[src/hdl/tpd_pkg.sv]
// package: register map, field layout and constants of the tap/pulse decoder
// assumes a 32-bit axi4-lite register bus and a 50 MHz clock
package tpd_pkg;
  localparam int          BIN_W        = 16;
  localparam int          POS_W        = 6;
  localparam logic [5:0]  POS_MAX      = 6'h3e;
  localparam logic [5:0]  POS_INVALID  = 6'h3f;
  localparam int          TBL_DEPTH    = 64;
  localparam int          MV_SHIFT     = 15;
  // byte addresses
  localparam logic [7:0]  ADDR_CTRL    = 8'h00;
  localparam logic [7:0]  ADDR_TAP_CFG = 8'h04;
  localparam logic [7:0]  ADDR_TAP_ST  = 8'h08;
  localparam logic [7:0]  ADDR_TBL_IDX = 8'h0c;
  localparam logic [7:0]  ADDR_TBL_DAT = 8'h10;
  localparam logic [7:0]  ADDR_COUNT   = 8'h14;
  localparam logic [7:0]  ADDR_MFACT   = 8'h18;
  localparam logic [7:0]  ADDR_READING = 8'h1c;
  localparam logic [7:0]  ADDR_MV_CFG  = 8'h20;
  localparam logic [7:0]  ADDR_MV_VAL  = 8'h24;
  localparam logic [7:0]  ADDR_LIMIT   = 8'h28;
  // field positions
  localparam int CTRL_MODE_LSB  = 2;
  localparam int CTRL_CLR_BIT   = 3;
  localparam int CFG_BITS_LSB   = 8;
  localparam int CFG_OFS_LSB    = 16;
  localparam int CFG_STEP_LSB   = 24;
  localparam int ST_VALID_BIT   = 8;
  localparam int ST_WORD_LSB    = 16;
  localparam int MV_UNIT_LSB    = 16;
  localparam int MV_DIG_LSB     = 24;
  // reset values
  localparam logic [31:0] TAP_CFG_RST  = 32'h01000110;
  localparam logic [31:0] MFACT_RST    = 32'h000003e8;
  localparam logic [31:0] MV_CFG_RST   = 32'h00000064;
  localparam logic [31:0] LIMIT_RST    = 32'h00000000;
  localparam logic [1:0]  RESP_OKAY    = 2'h0;
  localparam logic [1:0]  RESP_SLVERR  = 2'h2;
  typedef enum logic [1:0] {
    CODE_BINARY, CODE_BCD, CODE_ONEHOT, CODE_TABLE
  } tpd_code_type;
  typedef enum logic {PULSE_SINGLE, PULSE_DOUBLE} tpd_pulse_type;
endpackage : tpd_pkg

[src/hdl/tpd_div_if.sv]
// interface: request and answer between the top and the divider
// assumes both ends run on the same clock
`timescale 1ns/100ps
interface tpd_div_if;
  logic        start;
  logic [31:0] dividend;
  logic [31:0] divisor;
  logic        busy;
  logic        done;
  logic [31:0] quotient;
  modport master (output start, dividend, divisor,
                  input busy, done, quotient);
  modport slave  (input start, dividend, divisor,
                  output busy, done, quotient);
endinterface : tpd_div_if

[src/hdl/tpd_divider.sv]
// restoring divider, one quotient bit per clock
// assumes divisor is nonzero; start is taken only while idle
`timescale 1ns/100ps
module tpd_divider
  import tpd_pkg::*;
(
  input  wire logic  clk_in,
  input  wire logic  rstn_in,
  tpd_div_if.slave   div
);
  logic [31:0] rem_reg;
  logic [31:0] quo_reg;
  logic [31:0] dsr_reg;
  logic [5:0]  cnt_reg;
  logic [32:0] trial;

  assign trial = {rem_reg, quo_reg[31]} - {1'b0, dsr_reg};

  always_ff @(posedge clk_in or negedge rstn_in) begin
    if (!rstn_in) begin
      rem_reg  <= 32'h0;
      quo_reg  <= 32'h0;
      dsr_reg  <= 32'h0;
      cnt_reg  <= 6'h0;
      div.busy <= 1'b0;
      div.done <= 1'b0;
      div.quotient <= 32'h0;
    end else begin
      div.done <= 1'b0;
      if (!div.busy && div.start) begin
        rem_reg  <= 32'h0;
        quo_reg  <= div.dividend;
        dsr_reg  <= div.divisor;
        cnt_reg  <= 6'h20;
        div.busy <= 1'b1;
      end else if (div.busy) begin
        if (!trial[32]) begin
          rem_reg <= trial[31:0];
          quo_reg <= {quo_reg[30:0], 1'b1};
        end else begin
          rem_reg <= {rem_reg[30:0], quo_reg[31]};
          quo_reg <= {quo_reg[30:0], 1'b0};
        end
        cnt_reg <= cnt_reg - 6'h1;
        if (cnt_reg == 6'h1) begin
          div.busy <= 1'b0;
          div.done <= 1'b1;
          div.quotient <= trial[32] ? {quo_reg[30:0], 1'b0}
                                    : {quo_reg[30:0], 1'b1};
        end
      end
    end
  end
endmodule : tpd_divider

[src/hdl/tpd_top.sv]
// tap position decoder, pulse meter and user value scaling, axi4-lite regs
// assumes pins are asynchronous; mv_in comes from logic on clk_in
//
// The placing of the registers and register access over AXI4-Lite are this design's own decisions.
`timescale 1ns/100ps
// How it works
// - tap position comes from binary inputs as a word, 62 positions max
// - code is binary, bcd or one-hot; positions, bits, offset, step set
// - with no standard code a lookup table maps each pattern of the low 6 bits
// - a recognised pattern gives a position from 1 to 62
// - an unrecognised pattern reports position 63
// - bit count sets how many inputs form the word
// - a display offset is added to the decoded value outside table mode
// - a step setting scales spacing between reported positions outside table mode
// - metered reading sign follows power flow direction
// - single mode counts one per complete input pulse
// - double mode counts every rising and every falling edge
// - metered reading is pulse count divided by conversion factor
// - measured value has unit, factor and fractional digit count
// - limit value threshold is loaded as initial value at startup
// - scaled measured value is factor times input fraction times ten to the digit count
module tpd_top
  import tpd_pkg::*;
#(
  parameter logic [31:0] LIMIT_INIT = LIMIT_RST
) (
  input  wire logic              clk_in,
  input  wire logic              rstn_in,
  input  wire logic [BIN_W-1:0]  binary_input_in,
  input  wire logic              pulse_in,
  input  wire logic              reverse_flow_in,
  input  wire logic [15:0]       mv_in,
  input  wire logic [7:0]        s_axi_awaddr_in,
  input  wire logic              s_axi_awvalid_in,
  output logic                   s_axi_awready_out,
  input  wire logic [31:0]       s_axi_wdata_in,
  input  wire logic [3:0]        s_axi_wstrb_in,
  input  wire logic              s_axi_wvalid_in,
  output logic                   s_axi_wready_out,
  output logic [1:0]             s_axi_bresp_out,
  output logic                   s_axi_bvalid_out,
  input  wire logic              s_axi_bready_in,
  input  wire logic [7:0]        s_axi_araddr_in,
  input  wire logic              s_axi_arvalid_in,
  output logic                   s_axi_arready_out,
  output logic [31:0]            s_axi_rdata_out,
  output logic [1:0]             s_axi_rresp_out,
  output logic                   s_axi_rvalid_out,
  input  wire logic              s_axi_rready_in,
  output logic [POS_W-1:0]       tap_position_indication_out,
  output logic                   tap_valid_out,
  output logic [31:0]            pulse_metered_value_out,
  output logic [31:0]            user_measured_value_out,
  output logic [31:0]            user_limit_value_out,
  output logic                   below_limit_out
);
  logic [BIN_W-1:0] bin_s1_reg;
  logic [BIN_W-1:0] bin_s2_reg;
  logic [1:0]       pulse_sy_reg;
  logic [1:0]       dir_sy_reg;
  logic             pulse_prev_reg;
  logic [31:0]      ctrl_reg;
  logic [31:0]      cfg_reg;
  logic [5:0]       tbl_idx_reg;
  logic [5:0]       tbl_mem [TBL_DEPTH];
  logic [31:0]      count_reg;
  logic [31:0]      mfact_reg;
  logic [31:0]      mv_cfg_reg;
  logic [7:0]       aw_addr_reg;
  logic [31:0]      w_data_reg;
  logic [3:0]       w_strb_reg;
  logic             aw_full_reg;
  logic             w_full_reg;
  logic             div_start_reg;
  logic [31:0]      div_dividend_reg;
  logic [31:0]      div_divisor_reg;
  tpd_div_if        div_bus ();

  tpd_code_type     code;
  tpd_pulse_type    pmode;
  logic [5:0]       npos, ofs, step;
  logic [4:0]       nbits;
  logic [BIN_W-1:0] mask, word;
  logic [7:0]       dec_val;
  logic             dec_ok;
  logic [15:0]      pos_calc;
  logic [5:0]       pos_next;
  logic             do_write, clr_write;
  logic [31:0]      wr_mask, rd_next;
  logic [31:0]      count_base;
  logic             rd_hit;
  logic [9:0]       pow10;
  logic [47:0]      mv_prod;

  assign code  = tpd_code_type'(ctrl_reg[1:0]);
  assign pmode = tpd_pulse_type'(ctrl_reg[CTRL_MODE_LSB]);
  assign npos  = cfg_reg[5:0];
  assign nbits = cfg_reg[CFG_BITS_LSB +: 5];
  assign ofs   = cfg_reg[CFG_OFS_LSB +: 6];
  assign step  = cfg_reg[CFG_STEP_LSB +: 6];

  // pins cross into clk_in through two flops before use
  always_ff @(posedge clk_in or negedge rstn_in) begin
    if (!rstn_in) begin
      bin_s1_reg   <= '0;
      bin_s2_reg   <= '0;
      pulse_sy_reg <= 2'h0;
      dir_sy_reg   <= 2'h0;
    end else begin
      bin_s1_reg   <= binary_input_in;
      bin_s2_reg   <= bin_s1_reg;
      pulse_sy_reg <= {pulse_sy_reg[0], pulse_in};
      dir_sy_reg   <= {dir_sy_reg[0], reverse_flow_in};
    end
  end

  always_comb begin
    mask = '0;
    for (int i = 0; i < BIN_W; i++) begin
      mask[i] = (5'(i) < nbits);
    end
    if (nbits >= 5'(BIN_W)) begin
      mask = '1;
    end
  end
  assign word = bin_s2_reg & mask;

  always_comb begin
    dec_val = 8'h0;
    dec_ok  = 1'b0;
    unique case (code)
      CODE_BINARY: begin
        dec_val = word[7:0];
        dec_ok  = (word != '0) && (word <= {10'h0, npos});
      end
      CODE_BCD: begin
        dec_val = 8'(word[7:4] * 4'ha) + {4'h0, word[3:0]};
        dec_ok  = (word[3:0] <= 4'h9) && (word[7:4] <= 4'h9)
                  && (word[15:8] == 8'h0) && (dec_val != 8'h0)
                  && (dec_val <= {2'h0, npos});
      end
      CODE_ONEHOT: begin
        for (int i = 0; i < BIN_W; i++) begin
          if (word[i]) begin
            dec_val = 8'(i + 1);
          end
        end
        dec_ok = (word != '0) && ((word & (word - 16'h1)) == '0)
                 && (dec_val <= {2'h0, npos});
      end
      CODE_TABLE: begin
        // table entry; zero entry marks no position
        dec_val = {2'h0, tbl_mem[word[5:0]]};
        dec_ok  = (word[15:6] == '0) && (dec_val != 8'h0);
      end
    endcase
  end

  // position is value times step plus offset, or the table entry itself in table mode
  assign pos_calc = (code == CODE_TABLE) ? {8'h0, dec_val}
                  : 16'(dec_val * step) + {10'h0, ofs};
  assign pos_next = (dec_ok && pos_calc != 16'h0
                     && pos_calc <= {10'h0, POS_MAX})
                  ? pos_calc[5:0] : POS_INVALID;

  always_ff @(posedge clk_in or negedge rstn_in) begin
    if (!rstn_in) begin
      tap_position_indication_out <= POS_INVALID;
      tap_valid_out               <= 1'b0;
    end else begin
      tap_position_indication_out <= pos_next;
      tap_valid_out               <= (pos_next != POS_INVALID);
    end
  end

  // pulse counter; an edge in the clearing cycle still counts
  assign count_base = clr_write ? 32'h0 : count_reg;
  always_ff @(posedge clk_in or negedge rstn_in) begin
    if (!rstn_in) begin
      pulse_prev_reg <= 1'b0;
      count_reg      <= 32'h0;
    end else begin
      pulse_prev_reg <= pulse_sy_reg[1];
      count_reg      <= count_base;
      if (pmode == PULSE_DOUBLE) begin
        if (pulse_sy_reg[1] != pulse_prev_reg) begin
          count_reg <= count_base + 32'h1;
        end
      end else begin
        // count at falling edge, pulse complete
        if (!pulse_sy_reg[1] && pulse_prev_reg) begin
          count_reg <= count_base + 32'h1;
        end
      end
    end
  end

  // reading refreshed by a free-running divide
  always_ff @(posedge clk_in or negedge rstn_in) begin
    if (!rstn_in) begin
      div_start_reg    <= 1'b0;
      div_dividend_reg <= 32'h0;
      div_divisor_reg  <= 32'h1;
      pulse_metered_value_out <= 32'h0;
    end else begin
      div_start_reg <= !div_bus.busy && !div_start_reg;
      if (!div_bus.busy && !div_start_reg) begin
        div_dividend_reg <= count_reg;
        // zero factor would hang the quotient at all ones
        div_divisor_reg  <= (mfact_reg == 32'h0) ? 32'h1 : mfact_reg;
      end
      if (div_bus.done) begin
        pulse_metered_value_out <= dir_sy_reg[1] ? -div_bus.quotient
                                                 : div_bus.quotient;
      end
    end
  end
  assign div_bus.start    = div_start_reg;
  assign div_bus.dividend = div_dividend_reg;
  assign div_bus.divisor  = div_divisor_reg;

  tpd_divider u_div (
    .clk_in  (clk_in),
    .rstn_in (rstn_in),
    .div     (div_bus.slave)
  );

  // fractional digits scale by a power of ten
  always_comb begin
    unique case (mv_cfg_reg[MV_DIG_LSB +: 2])
      2'h0: pow10 = 10'h001;
      2'h1: pow10 = 10'h00a;
      2'h2: pow10 = 10'h064;
      2'h3: pow10 = 10'h3e8;
    endcase
  end
  // full-scale input is 2^15, output is factor times fraction times the power of ten
  assign mv_prod = 48'(mv_cfg_reg[15:0]) * 48'(mv_in) * 48'(pow10);

  always_ff @(posedge clk_in or negedge rstn_in) begin
    if (!rstn_in) begin
      user_measured_value_out <= 32'h0;
      below_limit_out         <= 1'b0;
    end else begin
      user_measured_value_out <= mv_prod[MV_SHIFT +: 32];
      below_limit_out <= mv_prod[MV_SHIFT +: 32] < user_limit_value_out;
    end
  end

  // axi write: address and data captured in either order
  assign do_write  = aw_full_reg && w_full_reg && !s_axi_bvalid_out;
  assign clr_write = do_write && (aw_addr_reg == ADDR_CTRL)
                     && w_strb_reg[0] && w_data_reg[CTRL_CLR_BIT];
  always_comb begin
    for (int b = 0; b < 4; b++) begin
      wr_mask[8*b +: 8] = {8{w_strb_reg[b]}};
    end
  end

  always_ff @(posedge clk_in or negedge rstn_in) begin
    if (!rstn_in) begin
      aw_full_reg       <= 1'b0;
      w_full_reg        <= 1'b0;
      aw_addr_reg       <= 8'h0;
      w_data_reg        <= 32'h0;
      w_strb_reg        <= 4'h0;
      s_axi_awready_out <= 1'b1;
      s_axi_wready_out  <= 1'b1;
      s_axi_bvalid_out  <= 1'b0;
      s_axi_bresp_out   <= RESP_OKAY;
    end else begin
      if (s_axi_awvalid_in && s_axi_awready_out) begin
        aw_full_reg       <= 1'b1;
        aw_addr_reg       <= {s_axi_awaddr_in[7:2], 2'h0};
        s_axi_awready_out <= 1'b0;
      end
      if (s_axi_wvalid_in && s_axi_wready_out) begin
        w_full_reg       <= 1'b1;
        w_data_reg       <= s_axi_wdata_in;
        w_strb_reg       <= s_axi_wstrb_in;
        s_axi_wready_out <= 1'b0;
      end
      if (do_write) begin
        s_axi_bvalid_out <= 1'b1;
        unique case (aw_addr_reg)
          ADDR_CTRL, ADDR_TAP_CFG, ADDR_TBL_IDX, ADDR_TBL_DAT,
          ADDR_MFACT, ADDR_MV_CFG, ADDR_LIMIT,
          ADDR_TAP_ST, ADDR_COUNT, ADDR_READING, ADDR_MV_VAL:
            s_axi_bresp_out <= RESP_OKAY;
          default: s_axi_bresp_out <= RESP_SLVERR;
        endcase
      end
      if (s_axi_bvalid_out && s_axi_bready_in) begin
        s_axi_bvalid_out  <= 1'b0;
        aw_full_reg       <= 1'b0;
        w_full_reg        <= 1'b0;
        s_axi_awready_out <= 1'b1;
        s_axi_wready_out  <= 1'b1;
      end
    end
  end

  // writable registers; clear bit self-clears
  always_ff @(posedge clk_in or negedge rstn_in) begin
    if (!rstn_in) begin
      ctrl_reg    <= 32'h0;
      cfg_reg     <= TAP_CFG_RST;
      tbl_idx_reg <= 6'h0;
      mfact_reg   <= MFACT_RST;
      mv_cfg_reg  <= MV_CFG_RST;
      user_limit_value_out <= LIMIT_INIT;
    end else if (do_write) begin
      unique case (aw_addr_reg)
        ADDR_CTRL: ctrl_reg <= ((w_data_reg & wr_mask)
                               | (ctrl_reg & ~wr_mask)) & 32'h7;
        ADDR_TAP_CFG: cfg_reg <= (w_data_reg & wr_mask)
                                 | (cfg_reg & ~wr_mask);
        ADDR_TBL_IDX: if (w_strb_reg[0]) tbl_idx_reg <= w_data_reg[5:0];
        ADDR_MFACT: mfact_reg <= (w_data_reg & wr_mask)
                                 | (mfact_reg & ~wr_mask);
        ADDR_MV_CFG: mv_cfg_reg <= (w_data_reg & wr_mask)
                                   | (mv_cfg_reg & ~wr_mask);
        ADDR_LIMIT: user_limit_value_out <= (w_data_reg & wr_mask)
                                 | (user_limit_value_out & ~wr_mask);
        default: ;
      endcase
    end
  end

  // table is written one entry per access, no reset needed
  always_ff @(posedge clk_in) begin
    if (do_write && aw_addr_reg == ADDR_TBL_DAT && w_strb_reg[0]) begin
      tbl_mem[tbl_idx_reg] <= w_data_reg[5:0];
    end
  end

  // axi read: one cycle from address to data
  always_comb begin
    rd_hit  = 1'b1;
    rd_next = 32'h0;
    unique case ({s_axi_araddr_in[7:2], 2'h0})
      ADDR_CTRL:    rd_next = ctrl_reg;
      ADDR_TAP_CFG: rd_next = cfg_reg;
      ADDR_TAP_ST:  begin
        rd_next[5:0]              = tap_position_indication_out;
        rd_next[ST_VALID_BIT]     = tap_valid_out;
        rd_next[ST_WORD_LSB +: 16] = word;
      end
      ADDR_TBL_IDX: rd_next = {26'h0, tbl_idx_reg};
      ADDR_TBL_DAT: rd_next = {26'h0, tbl_mem[tbl_idx_reg]};
      ADDR_COUNT:   rd_next = count_reg;
      ADDR_MFACT:   rd_next = mfact_reg;
      ADDR_READING: rd_next = pulse_metered_value_out;
      ADDR_MV_CFG:  rd_next = mv_cfg_reg;
      ADDR_MV_VAL:  rd_next = user_measured_value_out;
      ADDR_LIMIT:   rd_next = user_limit_value_out;
      default:      rd_hit  = 1'b0;
    endcase
  end

  always_ff @(posedge clk_in or negedge rstn_in) begin
    if (!rstn_in) begin
      s_axi_arready_out <= 1'b1;
      s_axi_rvalid_out  <= 1'b0;
      s_axi_rdata_out   <= 32'h0;
      s_axi_rresp_out   <= RESP_OKAY;
    end else begin
      if (s_axi_arvalid_in && s_axi_arready_out) begin
        s_axi_arready_out <= 1'b0;
        s_axi_rvalid_out  <= 1'b1;
        s_axi_rdata_out   <= rd_next;
        s_axi_rresp_out   <= rd_hit ? RESP_OKAY : RESP_SLVERR;
      end else if (s_axi_rvalid_out && s_axi_rready_in) begin
        s_axi_rvalid_out  <= 1'b0;
        s_axi_arready_out <= 1'b1;
      end
    end
  end
endmodule : tpd_top

[config.mk]
export PLATFORM = sky130hd
export DESIGN_NAME = tpd_top
export DESIGN_NICKNAME = d
export VERILOG_FILES = /design/src/hdl/tpd_pkg.sv /design/src/hdl/tpd_div_if.sv /design/src/hdl/tpd_divider.sv /design/src/hdl/tpd_top.sv
export SDC_FILE = /design/constraint.sdc
export NUM_CORES = 2
export LEC_CHECK = 0
export ABC_AREA = 1
export BUFFER_PORTS_ARGS = -buffer_cell sky130_fd_sc_hd__buf_2
export CORE_MARGIN = 2
export CORE_UTILIZATION = 58
export DETAILED_ROUTE_END_ITERATION = 7
export PLACE_DENSITY = 0.77
export SYNTH_ARGS = -nofsm -noshare
export SYNTH_HDL_FRONTEND = slang
export SYNTH_SLANG_ARGS = --single-unit
[constraint.sdc]
create_clock -name clk_in -period 11.15 [get_ports clk_in]
set_clock_uncertainty 0.2 [all_clocks]
set_input_delay 1.6725 -clock clk_in [delete_from_list [all_inputs] [get_ports clk_in]]
set_output_delay 1.6725 -clock clk_in [all_outputs]
set_load 0.005 [all_outputs]
Yosys cells after proc, flatten, opt, wreduce, memory -nomap -nowiden

Memories as Yosys holds them, arrays and structs flattened.
Index checks and enable logic that the tools add are counted.
Widths: inputs -> output; s select.

Div/mod/pow operators: 0
Bitwise logic cells: 15
Reduce and logical (&&, ||, !) cells: 55
Muxes and demuxes: 67
Order comparisons: 24
Add/sub/neg operators: 7
Equal/unequal tests: 29
Multipliers: 4
Shift-type cells: 0

Operators with widths:

| cell                  | count |
|---|---|
| $mux 32               | 11 |
| $and 32x32->32        | 5 |
| $mux 8                | 16 |
| $or 32x32->32         | 4 |
| $pmux 16 s8           | 1 |
| $pmux 6 s11           | 1 |
| $pmux 7 s7            | 1 |
| $eq 6x3->1 const B    | 8 |
| $mul 32x10->42        | 1 |
| $lt 4x5->1 const A    | 8 |
| $pmux 10 s4           | 1 |
| $eq 6x4->1 const B    | 6 |
| $sub 33x32->33        | 1 |
| $add 32x1->32 const B | 1 |
| $and 16x16->16        | 2 |
| $logic_not 32->1      | 1 |
| $lt 27x32->1          | 1 |
| $mul 16x16->32        | 1 |
| $neg 32->32           | 1 |
| $not 32->32           | 1 |
| $pmux 8 s4            | 1 |
| $reduce_bool 16->1    | 2 |
| $logic_and 1x1->1     | 25 |
| $mux 1                | 25 |
| other kinds (42)      | 76 |

Bits in writable memories: 384
Memories kept: 1
Bits in registers: 559
Logic and storage cells: 242
Bits in read-only memories: 0
Bits in latches: 0
Input port bits: 93

Memories:

| memory  | depth | bits a word | read ports | clocked after Yosys merged registers in | write ports | line          | text |
|---|---|---|---|---|---|---|---|
| tbl_mem | 64    | 6           | 2          | 0                                       | 1           | tpd_top.sv:65 | `logic [5:0] tbl_mem [TBL_DEPTH];` |

Logic depth before layout (Yosys ltp)

Depth in word-level cells: 29
Mapped depth: 59

Cells and area by module

Synthesis repeated with hierarchy kept, for this count alone.

Cell total of the unflattened synthesis: 7954
Area total of the unflattened synthesis: 66257.3 um2

Modules (own cells, without submodules):

| module      | area an instance (um2) | cells an instance | times used |
|---|---|---|---|
| tpd_top     | 57943.1                | 6782              | 1 |
| tpd_divider | 8314.2                 | 1172              | 1 |

Worst setup path after synthesis

No wires, ideal clock.

Kind: in2reg
From: in mv_in[1]
To: reg below_limit_out
Arrival time: 12.289 ns
Cell stages on the path: 54
Slack: -1.417 ns
Path buffers: 2
Cell sequence: clkbuf_1 > clkbuf_1 > nand2_1 > fa_1 > fa_1 > fa_1 > fa_1 > inv_1 > fa_1 > inv_1 > fa_1 > inv_1 > ha_1 > a21o_1 > a21oi_1 > o21ai_0 > a21oi_1 > inv_1 > [... 18 more ...] > nor2_1 > inv_1 > nor4_1 > a21oi_1 > o21ai_0 > nand2_1 > o21ai_0 > nand3_1 > nand2_1 > xor2_1 > ha_1 > nand2_1 > nor2_1 > a211oi_1 > o221ai_1 > nand2_1 > a31oi_1 > a21oi_1

Longest elaborated chain between the ends: 3

RTL lines:

| element              | line           | text |
|---|---|---|
| start, declared      | tpd_top.sv:32  | `input wire logic [15:0] mv_in,` |
| $mul 16x16->32       | tpd_top.sv:238 | `assign mv_prod = 48'(mv_cfg_reg[15:0]) * 48'(mv_in) * 48'(pow10);` |
| $mul 32x10->42       | tpd_top.sv:238 |  |
| via mv_prod[34]      | tpd_top.sv:93  | `logic [47:0] mv_prod;` |
| $lt 27x32->1         | tpd_top.sv:246 | `below_limit_out <= mv_prod[MV_SHIFT +: 32] < user_limit_value_out;` |
| end signal, assigned | tpd_top.sv:246 |  |
| end, declared        | tpd_top.sv:55  | `output logic below_limit_out` |

The timed path passes the listed nets, and every way through them passes these cells.
A chain may end at the register's enable or synchronous reset.

Worst setup path in the final report

From: in mv_in[4]
To: reg below_limit_out

Same word-level chain as after synthesis.

==> results by group <==
Run status
  • Outcome: finished, violations left
  • Failing checks: negative setup slack

Logic synthesis
  • Synth Warn #: 0
  • Area leader, netlist: dfrtp_1
  • Mean area per synthesized cell: about 8.5 um2
  • Seq/Total Area, Yosys: 39.3%
  • Synth top area share: 20.6%
  • Synthesized flop and latch total: 941
  • Largest cells by area after synthesis: dfrtp_1 21%, edfxtp_1 18%, fa_1 13%
  • Gate Count Post-Synth: between 7000 and 8000
  • Synth Cell Area: 0.0649 mm2
  • Synth cell types: 65
  • Top cells by count, synth: 2030 x nand2_1, 1275 x inv_1, 594 x o21ai_0, 535 x dfrtp_1, 450 x nor2_1
  • Async SR Flop Fraction: between 50% and 60%
  • Synth Flop Type: dfrtp_1
  • Top-count cell post-synth: nand2_1
  • Number of enable flip-flop cells after synthesis: 384

Global routing
  • Total track usage: 38.5%
  • Remaining global-route overflow: 0
  • First-pass GRT wire length: 335000 um
  • Antenna violations before repair: 14
  • Number of global-route vias before repair: 55935
  • Largest net degree at the start of global routing: 185

Power and ir drop
  • Internal: 10.4 mW
  • Max VDD drop: approximately 0.24 mV
  • Switch share: a little under half
  • Static Leakage: 36.4 nW
  • Cell Pwr Density: ~260 mW/mm2
  • Clk network pwr share: between 10% and 20%
  • Net Switching: 9.02 mW
  • Sequential cell fraction of total power: 24.2%
  • Gate power share: 59.5%
  • Total Power: just under 20 mW

Drt
  • DRT antenna net count: 0
  • Initial drt markers: 7137
  • # DRC: 0
  • Vias per std cell: just under 6
  • DRT Pass-1 Iters: 7
  • Met2 wire len: 98600 um
  • Metal-1 WL: 84500 um
  • Wire length per cell: 23.0 um
  • Total wire length: 223000 um
  • Vias: around 57000
  • Met3 WL: 25800 um
  • Top layer in use: met5

Floorplan
  • Core footprint: 0.111 mm2
  • Core Rows: roughly 120
  • Chip Width: 338 um
  • Die area: 0.115 mm2
  • Io pins: about 240
  • Starting Density: 58.6%
  • Die Ht: 338 um

STA
  • Final worst slack: -903 ps
  • Worst rel slew slack: 13.0%
  • Tightest Pin Transition: 1290 ps
  • Final slew viol count: 0
  • Peak Freq: roughly 83 MHz
  • Final setup TNS: -903 ps
  • Fin. Hold Viols: 0
  • RSZ-0062 raised after global routing: true
  • Tcrit/Tclk final: 108%
  • Setup violators final: 1
  • Minimum clock period: 12050 ps

Clock network
  • Htree depth: 3
  • Clk Latency, worst-skew pair: between 600 and 700 ps
  • CTS root buf: clkbuf_16
  • Hold-fix buffers at CTS: 0
  • Clock tree sinks: between 900 and 1000
  • Cts bufs inserted: 93
  • Clock buffer depth: 3
  • Worst-path clk slew: 70 ps
  • CTS tree: yes

Place
  • IO Port Bufs: 226
  • Dpl ws: -2070 ps
  • Placed cell area: 0.0705 mm2
  • RePlAce Congestion: 1.04
  • DP HPWL: 166000 um

Cells and area
  • Share of cells above drive strength 1: 14.3%
  • Design area: 0.0749 mm2
  • Synthesis-to-finish area growth: 15.5%
  • Nets: 9006

Worst setup path
  • Worst R2R Path Depth: 52
  • Crit path DAT: 12460 ps
  • Type of element launching the critical path: primary input
  • Most used cell, CP: fa_1
  • Maximum fanout along the worst path: 8
  • Slowest stage cell, crit path: fa_1
  • Slowest cell delay on critical path: 570 ps
  • CP required: 11550 ps
  • Setup crit end kind: flip-flop
  • CP Class: primary input to flip-flop

Hold path
  • Hold path depth: 0
  • HP Class: flip-flop to flip-flop

Run
  • Max Cap Viol: 0
[what timing repair did]
item | in CTS | in global routing
setup buffers | 10 | 24
pin swaps | 29 | 105
endpoints found under the setup margin | 5 | 21
gates resized for setup | 60 | 234
[per-layer routing]
metal	GRT usage, %	vias to the layer above
met5	0	-
met4	20.2	14
met3	9.29	735
met2	59.0	3387
met1	51.0	27567
li1	-	25600
[metrics by stage]
stage | cells | utilization (%) | hold WS, ps
final | 9717 | 67.6 | 140
after global routing | 9714 | 67.6 | 149
after CTS | 9692 | 66.7 | 135
after detailed placement | 9516 | 63.7 | 136
after global placement | 9516 | 63.7 | 137
after floorplan | 7674 | - | 131
[critical path, delay by kind of cell]
family	cells	cell delay, ps
xor gates and xnor gates	1	190
and+or+nand+nor	10	880
buffers and inverters	17	1290
AOI/OAI and AO/OA	11	2020
adders and majority gates	14	6390
[cell families after synthesis]
| group | count (synthesis) | synth area share (%) |
|---|---|---|
| adder cells (fa/ha/maj) | 760 | 19.5 |
| other | 1 | 0.00578 |
| flip-flops | 941 | 39.3 |
| AO/OA/AOI/OAI | 1203 | 10.9 |
| buffers and inverters | 1616 | 9.52 |
| multiplexers | 1 | 0.0174 |
| AND/OR/NAND/NOR | 2995 | 18.7 |
| XOR/XNOR | 151 | 2.04 |
[cell type report]
| cell class | instances | area (um2) |
|---|---|---|
| Inverter | 1291 | 4860 |
| Tap cell | 1488 | 1860 |
| Fill cell | 8895 | 35900 |
| Multi-Input combinational cell | 5117 | 34700 |
| Timing Repair Buffer | 710 | 5020 |
| Sequential cell | 941 | 25500 |
| Antenna cell | 4 | 10.0 |
| Clock buffer | 133 | 2620 |
| Clock inverter | 33 | 405 |
[layout by cell type (no fill, tap or decap), drive strengths merged, types with 6 or more instances in the layout]
master / n
a22oi: 58
dfstp: 22
nand3: 317
edfxtp: 384
a21o: 25
nand3b: 11
nand2: 2032
ha: 340
a31oi: 27
buf: 710
o211ai: 33
o21bai: 12
nor3: 54
o21a: 8
o21ai: 607
o22ai: 34
clkinv: 27
inv: 1286
xor2: 99
o2bb2ai: 11
nand4: 75
nor2: 457
o31ai: 13
nor4: 28
o221ai: 26
a221oi: 80
conb: 7
fa: 419
or2: 16
bufinv: 6
dfrtp: 535
o2111ai: 18
a21oi: 219
clkbuf: 133
xnor2: 52
a211oi: 8
[power by group through the flow]
| stage | registers [mW] | logic, mW | clock network [mW] |
|---|---|---|---|
| global placement | 4.72 | 10.2 | 0 |
| floorplan | 4.57 | 6.09 | 0 |
| detailed placement | 4.73 | 10.4 | 0 |
| CTS | 4.67 | 10.7 | 3.17 |
| global route | 4.72 | 12.5 | 3.31 |
| finish | 4.69 | 11.5 | 3.17 |
[final timing paths]
path                                         start                            to  slack, ps
max reg2reg                              flip-flop     below_limit_out$_DFF_PN0_       -560
max in group asynchronous                  rstn_in    w_data_reg[20]$_DFFE_PN0P_       7350
min reg2reg                bin_s1_reg[5]$_DFF_PN0_       bin_s2_reg[5]$_DFF_PN0_        140
min                        bin_s1_reg[5]$_DFF_PN0_       bin_s2_reg[5]$_DFF_PN0_        140
min in group asynchronous                  rstn_in  u_div.cnt_reg[3]$_DFFE_PN0P_        890
max                                       mv_in[4]     below_limit_out$_DFF_PN0_       -900
No activity file was read; power rests on OpenSTA's default activity.
